File: config.mk
export PLATFORM = sky130hd
export DESIGN_NAME = cntarr_top
export DESIGN_NICKNAME = d
export VERILOG_FILES = /design/src/verilog/cntarr_pkg.sv /design/src/verilog/cntarr_ch_if.sv /design/src/verilog/cntarr_chan.sv /design/src/verilog/cntarr_sync.sv /design/src/verilog/cntarr_top.sv
export VERILOG_INCLUDE_DIRS = /design/src /design/src/verilog
export SDC_FILE = /design/constraint.sdc
export NUM_CORES = 1
export LEC_CHECK = 0
export BUFFER_PORTS_ARGS = -buffer_cell sky130_fd_sc_hd__buf_4
export CAP_MARGIN = 10
export CORE_MARGIN = 2
export CORE_UTILIZATION = 25
export DETAILED_ROUTE_END_ITERATION = 10
export GPL_TIMING_DRIVEN = 0
export SYNTH_ARGS = -nofsm -noshare
export SYNTH_HDL_FRONTEND = slang
export SYNTH_HIERARCHICAL = 1
export SYNTH_SLANG_ARGS = --single-unit
export TNS_END_PERCENT = 10
File: constraint.sdc
create_clock -name aclk -period 7.5 [get_ports aclk]
set_clock_uncertainty 0.15 [all_clocks]
set_input_delay 0.375 -clock aclk [delete_from_list [all_inputs] [get_ports aclk]]
set_output_delay 0.375 -clock aclk [all_outputs]
set_load 0.01 [all_outputs]
File: src/verilog/cntarr_defs.svh
// Offsets, fields, reset values and counts of the counter array
// Notes on behaviour
// - Time base counts one of four sources
// - Source codes: div6, div2, timer0, external pin
// - One shared counter feeds all five modules
// - Idle-stop bit halts counter during idle
// - Counter advances only while run bit set
// - Overflow sets sticky flag; only software clears
// - Match or capture sets module flag
// - All sources merge into one interrupt line
// - Module interrupt enable gates its flag
// - Toggle mode inverts pin on compare match
// - Match bit lets compare equality set flag
// - Two bits choose falling, rising capture edges
// - Comparator enable gates all compare results
// - Capture copies counter, sets flag
// - Per-module bit enables 8-bit pulse width
// - Only module 4 has watchdog, enable bit
// - Unclaimed pins stay ordinary input/output
// - Pulse output low below compare; wrap reload
// - Watchdog match raises internal reset only
// - Comparator plus match gives software timer
`ifndef CNTARR_DEFS_SVH
`define CNTARR_DEFS_SVH

`define CNTARR_OFF_MODE 8'h00
`define CNTARR_OFF_CTRL 8'h04
`define CNTARR_OFF_COUNT 8'h08
`define CNTARR_OFF_STATUS 8'h0C
`define CNTARR_REGION_MMODE 3'h1
`define CNTARR_REGION_MCMP 3'h2

`define CNTARR_MODE_IDLE 7
`define CNTARR_MODE_WDT 6
`define CNTARR_MODE_SRC_HI 2
`define CNTARR_MODE_SRC_LO 1
`define CNTARR_MODE_OVF_IE 0
`define CNTARR_MODE_MASK 8'hC7
`define CNTARR_MODE_RST 8'h00

`define CNTARR_CTRL_RUN 8
`define CNTARR_CTRL_OVF 9
`define CNTARR_STAT_OE 8
`define CNTARR_STAT_EXT 16

`define CNTARR_SRC_DIV6 2'h0
`define CNTARR_SRC_DIV2 2'h1
`define CNTARR_SRC_TMR0 2'h2
`define CNTARR_SRC_EXT 2'h3
`define CNTARR_DIV6_LAST 3'h5
`define CNTARR_WDT_MOD 4

`define CNTARR_RESP_OKAY 2'h0
`define CNTARR_RESP_SLVERR 2'h2
`define CNTARR_PIN_RST 1'h1

`endif

File: src/verilog/cntarr_pkg.sv
// Types shared by the counter array modules
package cntarr_pkg;

    typedef logic [31:0] cntarr_word_t;
    typedef logic [15:0] cntarr_cnt_t;

    // Per-module mode bits, bit 6 down to bit 0
    typedef struct packed {
        logic comparator_enable;
        logic capture_rise_enable;
        logic capture_fall_enable;
        logic match_enable;
        logic toggle_enable;
        logic pwm_enable;
        logic module_irq_enable;
    } cntarr_mode_s;

endpackage

File: src/verilog/cntarr_ch_if.sv
// Link between the counter core and one compare/capture module
`timescale 1ns/1ps
`default_nettype none
interface cntarr_ch_if;
    import cntarr_pkg::*;
    cntarr_cnt_t cnt;
    logic cnt_upd;
    cntarr_mode_s mode;
    logic cmp_wr;
    cntarr_cnt_t cmp_wdata;
    logic edge_rise;
    logic edge_fall;
    cntarr_cnt_t cmp_val;
    logic hit;
    logic flag_set;
    logic pin_out;
    logic pin_oe;

    modport core (
        output cnt, cnt_upd, mode, cmp_wr, cmp_wdata, edge_rise, edge_fall,
        input cmp_val, hit, flag_set, pin_out, pin_oe
    );
    modport chan (
        input cnt, cnt_upd, mode, cmp_wr, cmp_wdata, edge_rise, edge_fall,
        output cmp_val, hit, flag_set, pin_out, pin_oe
    );
endinterface
`default_nettype wire

File: src/verilog/cntarr_chan.sv
// One compare/capture module of the counter array
`timescale 1ns/1ps
`default_nettype none
`include "cntarr_defs.svh"
module cntarr_chan (
    // Clock and reset
    input wire logic aclk,
    input wire logic aresetn,
    // Core link
    cntarr_ch_if.chan bus
);
    import cntarr_pkg::*;

    cntarr_cnt_t cmp_reg, cmp_next;
    logic pin_reg, pin_next;
    logic capture;
    logic wrap;
    cntarr_mode_s m;

    assign m = bus.mode;
    // Fresh counts only, so a stopped counter does not refire
    assign bus.hit = m.comparator_enable & bus.cnt_upd
        & (bus.cnt == cmp_reg);
    assign capture = (bus.edge_rise & m.capture_rise_enable)
        | (bus.edge_fall & m.capture_fall_enable);
    assign bus.flag_set = (bus.hit & m.match_enable) | capture;
    assign wrap = bus.cnt_upd & (bus.cnt[7:0] == 8'h00);

    always_comb begin
        cmp_next = cmp_reg;
        pin_next = pin_reg;
        if (capture) begin
            cmp_next = bus.cnt;
        end else if (bus.cmp_wr) begin
            cmp_next = bus.cmp_wdata;
        end else if (m.pwm_enable && m.comparator_enable && wrap) begin
            cmp_next[7:0] = cmp_reg[15:8];
        end
        if (m.pwm_enable && m.comparator_enable) begin
            pin_next = (bus.cnt[7:0] >= cmp_reg[7:0]);
        end else if (bus.hit && m.toggle_enable) begin
            pin_next = ~pin_reg;
        end
    end

    always_ff @(posedge aclk) begin
        if (!aresetn) begin
            cmp_reg <= 16'h0000;
            pin_reg <= `CNTARR_PIN_RST;
        end else begin
            cmp_reg <= cmp_next;
            pin_reg <= pin_next;
        end
    end

    assign bus.cmp_val = cmp_reg;
    assign bus.pin_out = pin_reg;
    // Pin free for port use unless an output mode owns it
    assign bus.pin_oe = m.comparator_enable
        & (m.toggle_enable | m.pwm_enable);
endmodule
`default_nettype wire

File: src/verilog/cntarr_sync.sv
// Two-stage synchroniser with edge detection for the pin inputs
`timescale 1ns/1ps
`default_nettype none
module cntarr_sync #(
    parameter int W = 6
) (
    // Clock and reset
    input wire logic aclk,
    input wire logic aresetn,
    // Pins and edges
    input wire logic [W-1:0] din,
    output logic [W-1:0] rise,
    output logic [W-1:0] fall
);
    logic [W-1:0] s1_reg, s1_next;
    logic [W-1:0] s2_reg, s2_next;
    logic [W-1:0] s3_reg, s3_next;

    if (W < 1) begin : g_chk
        $error("cntarr_sync: W must be at least 1");
    end

    // Edges come from the later stages
    always_comb begin
        s1_next = din;
        s2_next = s1_reg;
        s3_next = s2_reg;
    end

    always_ff @(posedge aclk) begin
        if (!aresetn) begin
            // Pins idle high: no false edge
            s1_reg <= '1;
            s2_reg <= '1;
            s3_reg <= '1;
        end else begin
            s1_reg <= s1_next;
            s2_reg <= s2_next;
            s3_reg <= s3_next;
        end
    end

    assign rise = s2_reg & ~s3_reg;
    assign fall = ~s2_reg & s3_reg;
endmodule
`default_nettype wire

File: src/verilog/cntarr_top.sv
// Counter array: shared time base, compare/capture modules, AXI4-Lite slave
//
// The implementer's own choices: the register offsets and the AXI4-Lite register port.
`timescale 1ns/1ps
`default_nettype none
`include "cntarr_defs.svh"
module cntarr_top #(
    parameter int NUM_MOD = 5
) (
    // Clock and reset
    input wire logic aclk,
    input wire logic aresetn,
    // AXI4-Lite write address and data
    input wire logic [7:0] s_axi_awaddr,
    input wire logic s_axi_awvalid,
    output logic s_axi_awready,
    input wire cntarr_pkg::cntarr_word_t s_axi_wdata,
    input wire logic [3:0] s_axi_wstrb,
    input wire logic s_axi_wvalid,
    output logic s_axi_wready,
    // AXI4-Lite write response
    output logic [1:0] s_axi_bresp,
    output logic s_axi_bvalid,
    input wire logic s_axi_bready,
    // AXI4-Lite read
    input wire logic [7:0] s_axi_araddr,
    input wire logic s_axi_arvalid,
    output logic s_axi_arready,
    output cntarr_pkg::cntarr_word_t s_axi_rdata,
    output logic [1:0] s_axi_rresp,
    output logic s_axi_rvalid,
    input wire logic s_axi_rready,
    // System
    input wire logic idle_mode,
    input wire logic timer0_ovf,
    output logic irq,
    output logic wdt_reset,
    // Pins
    input wire logic ext_count_input,
    output logic ext_count_claimed,
    input wire logic [NUM_MOD-1:0] module_pin_in,
    output logic [NUM_MOD-1:0] module_pin_out,
    output logic [NUM_MOD-1:0] module_pin_oe
);
    import cntarr_pkg::*;

    if (NUM_MOD < 5 || NUM_MOD > 8) begin : g_chk
        $error("cntarr_top: NUM_MOD must lie in 5..8");
    end

    function automatic cntarr_word_t merge(cntarr_word_t old, nw,
        logic [3:0] strb);
        cntarr_word_t m;
        m = old;
        for (int i = 0; i < 4; i++) begin
            if (strb[i]) begin
                m[8*i +: 8] = nw[8*i +: 8];
            end
        end
        return m;
    endfunction

    function automatic logic is_reg(logic [7:0] a, logic [7:0] off);
        return a[7:2] == off[7:2];
    endfunction

    function automatic logic in_region(logic [7:0] a, logic [2:0] r);
        return (a[7:5] == r) && (int'(a[4:2]) < NUM_MOD);
    endfunction

    // Write channel state
    logic aw_hold_reg, aw_hold_next;
    logic [7:0] aw_addr_reg, aw_addr_next;
    logic w_hold_reg, w_hold_next;
    cntarr_word_t w_data_reg, w_data_next;
    logic [3:0] w_strb_reg, w_strb_next;
    logic bvalid_reg, bvalid_next;
    logic [1:0] bresp_reg, bresp_next;
    logic do_wr, wr_map;
    // Read channel state
    logic rvalid_reg, rvalid_next;
    logic [1:0] rresp_reg, rresp_next;
    cntarr_word_t rdata_reg, rdata_next;
    cntarr_word_t rd_val;
    logic rd_map;
    // Core state
    logic [7:0] mode_reg, mode_next;
    logic run_reg, run_next;
    logic ovf_reg, ovf_next;
    logic [NUM_MOD-1:0] mflag_reg, mflag_next;
    cntarr_cnt_t cnt_reg, cnt_next;
    logic cnt_upd_reg, cnt_upd_next;
    logic [2:0] div_reg, div_next;
    logic irq_reg, irq_next;
    logic wdt_reg, wdt_next;
    cntarr_mode_s chmode_reg [NUM_MOD], chmode_next [NUM_MOD];
    // Derived
    logic [1:0] src;
    logic count_en, tick, ovf_evt, cnt_wr;
    cntarr_word_t ctrl_word, stat_word;
    logic [NUM_MOD-1:0] hit_vec, set_vec, ie_vec, pin_vec, oe_vec;
    logic [NUM_MOD-1:0] rise_vec, fall_vec;
    logic ext_fall, ext_rise;
    cntarr_cnt_t cmp_val [NUM_MOD];

    cntarr_ch_if ch_if [NUM_MOD] ();

    cntarr_sync #(
        .W(NUM_MOD + 1)
    ) u_sync (
        .aclk(aclk),
        .aresetn(aresetn),
        .din({ext_count_input, module_pin_in}),
        .rise({ext_rise, rise_vec}),
        .fall({ext_fall, fall_vec})
    );

    // AXI4-Lite write: aw and w in either order
    assign s_axi_awready = !aw_hold_reg && !bvalid_reg;
    assign s_axi_wready = !w_hold_reg && !bvalid_reg;
    assign do_wr = aw_hold_reg && w_hold_reg && !bvalid_reg;
    assign wr_map = is_reg(aw_addr_reg, `CNTARR_OFF_MODE)
        || is_reg(aw_addr_reg, `CNTARR_OFF_CTRL)
        || is_reg(aw_addr_reg, `CNTARR_OFF_COUNT)
        || in_region(aw_addr_reg, `CNTARR_REGION_MMODE)
        || in_region(aw_addr_reg, `CNTARR_REGION_MCMP);

    always_comb begin
        aw_hold_next = aw_hold_reg;
        aw_addr_next = aw_addr_reg;
        w_hold_next = w_hold_reg;
        w_data_next = w_data_reg;
        w_strb_next = w_strb_reg;
        bvalid_next = bvalid_reg;
        bresp_next = bresp_reg;
        if (s_axi_awvalid && s_axi_awready) begin
            aw_hold_next = 1'b1;
            aw_addr_next = s_axi_awaddr;
        end
        if (s_axi_wvalid && s_axi_wready) begin
            w_hold_next = 1'b1;
            w_data_next = s_axi_wdata;
            w_strb_next = s_axi_wstrb;
        end
        if (do_wr) begin
            aw_hold_next = 1'b0;
            w_hold_next = 1'b0;
            bvalid_next = 1'b1;
            bresp_next = wr_map ? `CNTARR_RESP_OKAY : `CNTARR_RESP_SLVERR;
        end else if (bvalid_reg && s_axi_bready) begin
            bvalid_next = 1'b0;
        end
    end

    always_ff @(posedge aclk) begin
        if (!aresetn) begin
            aw_hold_reg <= 1'b0;
            aw_addr_reg <= 8'h00;
            w_hold_reg <= 1'b0;
            w_data_reg <= 32'h0000_0000;
            w_strb_reg <= 4'h0;
            bvalid_reg <= 1'b0;
            bresp_reg <= `CNTARR_RESP_OKAY;
        end else begin
            aw_hold_reg <= aw_hold_next;
            aw_addr_reg <= aw_addr_next;
            w_hold_reg <= w_hold_next;
            w_data_reg <= w_data_next;
            w_strb_reg <= w_strb_next;
            bvalid_reg <= bvalid_next;
            bresp_reg <= bresp_next;
        end
    end

    assign s_axi_bvalid = bvalid_reg;
    assign s_axi_bresp = bresp_reg;

    // AXI4-Lite read: one cycle from address to data
    always_comb begin
        ctrl_word = '0;
        ctrl_word[NUM_MOD-1:0] = mflag_reg;
        ctrl_word[`CNTARR_CTRL_RUN] = run_reg;
        ctrl_word[`CNTARR_CTRL_OVF] = ovf_reg;
        stat_word = '0;
        stat_word[NUM_MOD-1:0] = pin_vec;
        stat_word[`CNTARR_STAT_OE +: NUM_MOD] = oe_vec;
        stat_word[`CNTARR_STAT_EXT] = ext_count_claimed;
        rd_val = '0;
        rd_map = 1'b1;
        if (is_reg(s_axi_araddr, `CNTARR_OFF_MODE)) begin
            rd_val[7:0] = mode_reg;
        end else if (is_reg(s_axi_araddr, `CNTARR_OFF_CTRL)) begin
            rd_val = ctrl_word;
        end else if (is_reg(s_axi_araddr, `CNTARR_OFF_COUNT)) begin
            rd_val[15:0] = cnt_reg;
        end else if (is_reg(s_axi_araddr, `CNTARR_OFF_STATUS)) begin
            rd_val = stat_word;
        end else if (in_region(s_axi_araddr, `CNTARR_REGION_MMODE)) begin
            rd_val[6:0] = chmode_reg[s_axi_araddr[4:2]];
        end else if (in_region(s_axi_araddr, `CNTARR_REGION_MCMP)) begin
            rd_val[15:0] = cmp_val[s_axi_araddr[4:2]];
        end else begin
            rd_map = 1'b0;
        end
        rvalid_next = rvalid_reg;
        rdata_next = rdata_reg;
        rresp_next = rresp_reg;
        if (s_axi_arvalid && !rvalid_reg) begin
            rvalid_next = 1'b1;
            rdata_next = rd_val;
            rresp_next = rd_map ? `CNTARR_RESP_OKAY : `CNTARR_RESP_SLVERR;
        end else if (rvalid_reg && s_axi_rready) begin
            rvalid_next = 1'b0;
        end
    end

    always_ff @(posedge aclk) begin
        if (!aresetn) begin
            rvalid_reg <= 1'b0;
            rdata_reg <= 32'h0000_0000;
            rresp_reg <= `CNTARR_RESP_OKAY;
        end else begin
            rvalid_reg <= rvalid_next;
            rdata_reg <= rdata_next;
            rresp_reg <= rresp_next;
        end
    end

    assign s_axi_arready = !rvalid_reg;
    assign s_axi_rvalid = rvalid_reg;
    assign s_axi_rdata = rdata_reg;
    assign s_axi_rresp = rresp_reg;

    // Time base
    assign src = mode_reg[`CNTARR_MODE_SRC_HI:`CNTARR_MODE_SRC_LO];
    assign count_en = run_reg
        && !(mode_reg[`CNTARR_MODE_IDLE] && idle_mode);
    assign cnt_wr = do_wr && is_reg(aw_addr_reg, `CNTARR_OFF_COUNT);
    // Ext pin assumed below clock/4
    assign ext_count_claimed = (src == `CNTARR_SRC_EXT);

    always_comb begin
        unique case (src)
            `CNTARR_SRC_DIV6: tick = count_en && div_reg == `CNTARR_DIV6_LAST;
            `CNTARR_SRC_DIV2: tick = count_en && div_reg[0];
            `CNTARR_SRC_TMR0: tick = count_en && timer0_ovf;
            `CNTARR_SRC_EXT: tick = count_en && ext_fall;
        endcase
    end

    assign ovf_evt = tick && !cnt_wr && (cnt_reg == 16'hFFFF);

    always_comb begin
        cntarr_word_t mw;
        mw = '0;
        div_next = div_reg;
        if (!count_en || div_reg == `CNTARR_DIV6_LAST) begin
            div_next = 3'h0;
        end else begin
            div_next = div_reg + 3'h1;
        end
        cnt_next = cnt_reg;
        cnt_upd_next = 1'b0;
        if (cnt_wr) begin
            mw = merge({16'h0000, cnt_reg}, w_data_reg, w_strb_reg);
            cnt_next = mw[15:0];
        end else if (tick) begin
            cnt_next = cnt_reg + 16'h0001;
            cnt_upd_next = 1'b1;
        end
        mode_next = mode_reg;
        run_next = run_reg;
        ovf_next = ovf_reg | ovf_evt;
        mflag_next = mflag_reg | set_vec;
        if (do_wr && is_reg(aw_addr_reg, `CNTARR_OFF_MODE)) begin
            mw = merge({24'h00_0000, mode_reg}, w_data_reg, w_strb_reg);
            mode_next = mw[7:0] & `CNTARR_MODE_MASK;
        end
        if (do_wr && is_reg(aw_addr_reg, `CNTARR_OFF_CTRL)) begin
            mw = merge(ctrl_word, w_data_reg, w_strb_reg);
            run_next = mw[`CNTARR_CTRL_RUN];
            // A flag raised in the same cycle survives the clear
            ovf_next = mw[`CNTARR_CTRL_OVF] | ovf_evt;
            mflag_next = mw[NUM_MOD-1:0] | set_vec;
        end
        for (int i = 0; i < NUM_MOD; i++) begin
            chmode_next[i] = chmode_reg[i];
            if (do_wr && in_region(aw_addr_reg, `CNTARR_REGION_MMODE)
                    && aw_addr_reg[4:2] == 3'(i)) begin
                mw = merge({25'h000_0000, chmode_reg[i]}, w_data_reg,
                    w_strb_reg);
                chmode_next[i] = cntarr_mode_s'(mw[6:0]);
            end
        end
        irq_next = (ovf_reg && mode_reg[`CNTARR_MODE_OVF_IE])
                || |(mflag_reg & ie_vec);
        wdt_next = mode_reg[`CNTARR_MODE_WDT]
                && hit_vec[`CNTARR_WDT_MOD];
    end

    always_ff @(posedge aclk) begin
        if (!aresetn) begin
            div_reg <= 3'h0;
            cnt_reg <= 16'h0000;
            cnt_upd_reg <= 1'b0;
            mode_reg <= `CNTARR_MODE_RST;
            run_reg <= 1'b0;
            ovf_reg <= 1'b0;
            mflag_reg <= '0;
            irq_reg <= 1'b0;
            wdt_reg <= 1'b0;
            for (int i = 0; i < NUM_MOD; i++) begin
                chmode_reg[i] <= '0;
            end
        end else begin
            div_reg <= div_next;
            cnt_reg <= cnt_next;
            cnt_upd_reg <= cnt_upd_next;
            mode_reg <= mode_next;
            run_reg <= run_next;
            ovf_reg <= ovf_next;
            mflag_reg <= mflag_next;
            irq_reg <= irq_next;
            wdt_reg <= wdt_next;
            for (int i = 0; i < NUM_MOD; i++) begin
                chmode_reg[i] <= chmode_next[i];
            end
        end
    end

    assign irq = irq_reg;
    assign wdt_reset = wdt_reg;

    // Modules on the one shared counter
    for (genvar g = 0; g < NUM_MOD; g++) begin : g_mod
        cntarr_word_t cw;
        assign cw = merge({16'h0000, cmp_val[g]}, w_data_reg, w_strb_reg);
        assign ch_if[g].cnt = cnt_reg;
        assign ch_if[g].cnt_upd = cnt_upd_reg;
        assign ch_if[g].mode = chmode_reg[g];
        assign ch_if[g].cmp_wr = do_wr
            && in_region(aw_addr_reg, `CNTARR_REGION_MCMP)
            && aw_addr_reg[4:2] == 3'(g);
        assign ch_if[g].cmp_wdata = cw[15:0];
        assign ch_if[g].edge_rise = rise_vec[g];
        assign ch_if[g].edge_fall = fall_vec[g];
        assign cmp_val[g] = ch_if[g].cmp_val;
        assign hit_vec[g] = ch_if[g].hit;
        assign set_vec[g] = ch_if[g].flag_set;
        assign pin_vec[g] = ch_if[g].pin_out;
        assign oe_vec[g] = ch_if[g].pin_oe;
        assign ie_vec[g] = chmode_reg[g].module_irq_enable;

        cntarr_chan u_chan (
            .aclk(aclk),
            .aresetn(aresetn),
            .bus(ch_if[g])
        );
    end

    assign module_pin_out = pin_vec;
    assign module_pin_oe = oe_vec;
endmodule
`default_nettype wire
==> results.toml <==
[status]
outcome = "complete, no violations"

[clock_tree]
clock_path_buffers = 3
insertion_delay_ns = 0.60
htree_num_levels = 1
clkTransAtPathRegs_ns = 0.06
tritoncts = "built"
cts_sinks = 219
cts-root-buf = "clkbuf_16"
ctsResizeCount = 0
numCtsBuffers = 28

[die]
start_util_pct = 25.4
die_h_um = 241
rows = 86
pin_count = 121
core_area_um2 = 55400
die_w_um = 241
dieArea_um2 = 58200

[drt]
wl_mm = 62.7
dr_total_vias = 14600
drt-initial-drc-count = 1663
drcViolationCount = 0
postRouteAntennaNets = 0
drtPass1Iterations = 6
post_drt_wl_per_cell_um = 23.2
vias_per_cell = 5.40

[synthesis]
ys_warn_count = 6
postSynthCellCount = 1764
syn_area_per_cell_um2 = 7.97
syn_area_um2 = 14100

[hold_path]
hold_path.class = "in -> reg"
min_to = "u_sync/s3_reg[0]"
hold_depth = 2
hold_path_startpoint = "aresetn"

[timing]
hold_viol_final = 0
setup_tns_ns = 0
min_period_ns = 3.55
timing.hold.ws_ns = 0.104
max_freq_ghz = 0.282
maxSlewViolCount = 0
min_period_over_period_pct = 47.3
worst_pin_slew_ns = 1.41
slew_headroom_pct = 5.96
setup_viol = 0
rsz0062_at_grt = "false"

[critical_path]
r2r_cells = 9
r2r-end = "g_mod[0].u_chan/bus.cmp_val[6]"
critPathKind = "reg -> reg"
reg2reg_slack_ns = 3.95
crit_required_ns = 7.86
cp_max_fo = 10
worstReg2RegStart = "s_axi_bvalid"
end_kind = "flip-flop"
cp_data_arrival_time_ns = 3.91
worstSetupStartpointType = "flip-flop"

[placed_design]
dpl.cell_count = 2611
dpl.hpwl_mm = 46.1
port_buffers = 80
gp_congestion = 0.955

[grt]
grt_first_pass_wirelength_mm = 91.2
track_usage_pct = 21.2
grt_pass1_vias = 13800
grt_max_degree = 51
antenna_found_initial = 3
grt_overflow_total = 0

[final_layout]
multi_input_area_um2 = 8480
nFillCells = 5847
nets = 2037
largest_reg_flops = 80
instances_no_fill = 2697
ff_latch_area_um2 = 4380
areaGrowthSynthToFinish_pct = 21.5
final_core_utilization_pct = 30.8
drive_above_1_share_pct = 14.4

[power]
p_int_w = 0.00211
seq_power_share_pct = 41.7
p_clk_share_pct = 49.2
ir_drop_mv = 0.182
powerDensity_nw_per_um2 = 170
p_leak_nw = 6.75
switching_share_pct = 27.0
power_frac_comb_pct = 9.1
p_sw_w = 0.000784

[job]
drv_cap = 0
-- worst max-delay path by stage --
stage	startpoint	endpoint	slack [ns]	depth (start not counted)
after floorplan	s_axi_bvalid	g_mod[0].u_chan/bus.cmp_val[0]	4.99	9
after global placement	s_axi_bvalid	g_mod[0].u_chan/bus.cmp_val[6]	4.06	9
after detailed placement	s_axi_bvalid	g_mod[0].u_chan/bus.cmp_val[6]	4.00	9
after CTS	s_axi_bvalid	g_mod[0].u_chan/bus.cmp_val[6]	3.97	9
after global routing	s_axi_bvalid	g_mod[0].u_chan/bus.cmp_val[6]	3.72	9
final	s_axi_bvalid	g_mod[0].u_chan/bus.cmp_val[6]	3.95	9
-- power groups by stage --
stage	Clock (W)	Combinational, W	Sequential (W)
floorplan	0	0.000144	0.00122
global placement	0	0.000243	0.00123
detailed placement	0	0.000245	0.00123
CTS	0.00144	0.000259	0.00121
global route	0.00148	0.000281	0.00121
finish	0.00143	0.000264	0.00121
-- layout make-up --
| class | instances | share of cell area, % |
|---|---|---|
| sequential | 219 | 25.7 |
| tap | 748 | 5.48 |
| multi-input combinational | 1274 | 49.6 |
| antenna | 1 | 0.0146 |
| clock buffer | 36 | 4.51 |
| buffer | 133 | 4.00 |
| clock inverter | 15 | 1.15 |
| inverter | 154 | 3.38 |
| timing repair buffer | 117 | 6.19 |
-- per-stage QoR --
step / area, um^2 / total power [W] / worst slack (ns)
floorplan: 14100 / 0.00137 / 4.99
global placement: 15700 / 0.00147 / 4.06
detailed placement: 15700 / 0.00148 / 4.00
CTS: 17000 / 0.00290 / 3.97
global route: 17100 / 0.00297 / 3.72
finish: 17100 / 0.00290 / 3.95
-- critical path, cell delays in order, from the launching register on --
cell and delay, ns:
dfxtp_1 0.36, and4bb_1 0.33, buf_6 0.16, nand4b_1 0.28
nor2b_1 0.96, buf_2 0.38, buf_2 0.29, a21oi_1 0.12
a211o_1 0.30, a21boi_1 0.13
-- cells in the final DEF, fill, tap and decap left out, types with 28 or more instances in the layout --
cell type	count
o211a_1	40
buf_4	113
clkbuf_16	28
o21ai_0	125
nor2b_1	64
xnor2_1	37
a21oi_1	152
dlygate4sd3_1	32
ha_1	43
dfxtp_1	219
a21boi_1	41
nor2_1	110
mux2i_1	51
clkbuf_1	63
buf_2	28
a211o_1	41
nand2_1	239
inv_1	148
-- what timing repair did --
item | CTS | global route
hold buffers | 32 | 0
hold endpoints to repair | 32 | 0
setup buffers | 0 | 0
-- layer usage --
layer	up-vias	global-route usage, %	wire [um]
li1	6496	-	-
met1	7086	29.5	26800
met2	815	31.6	26400
met3	154	4.49	6700
met4	0	9.03	2860
met5	-	0	0
No activity file was read; power rests on OpenSTA's default activity.
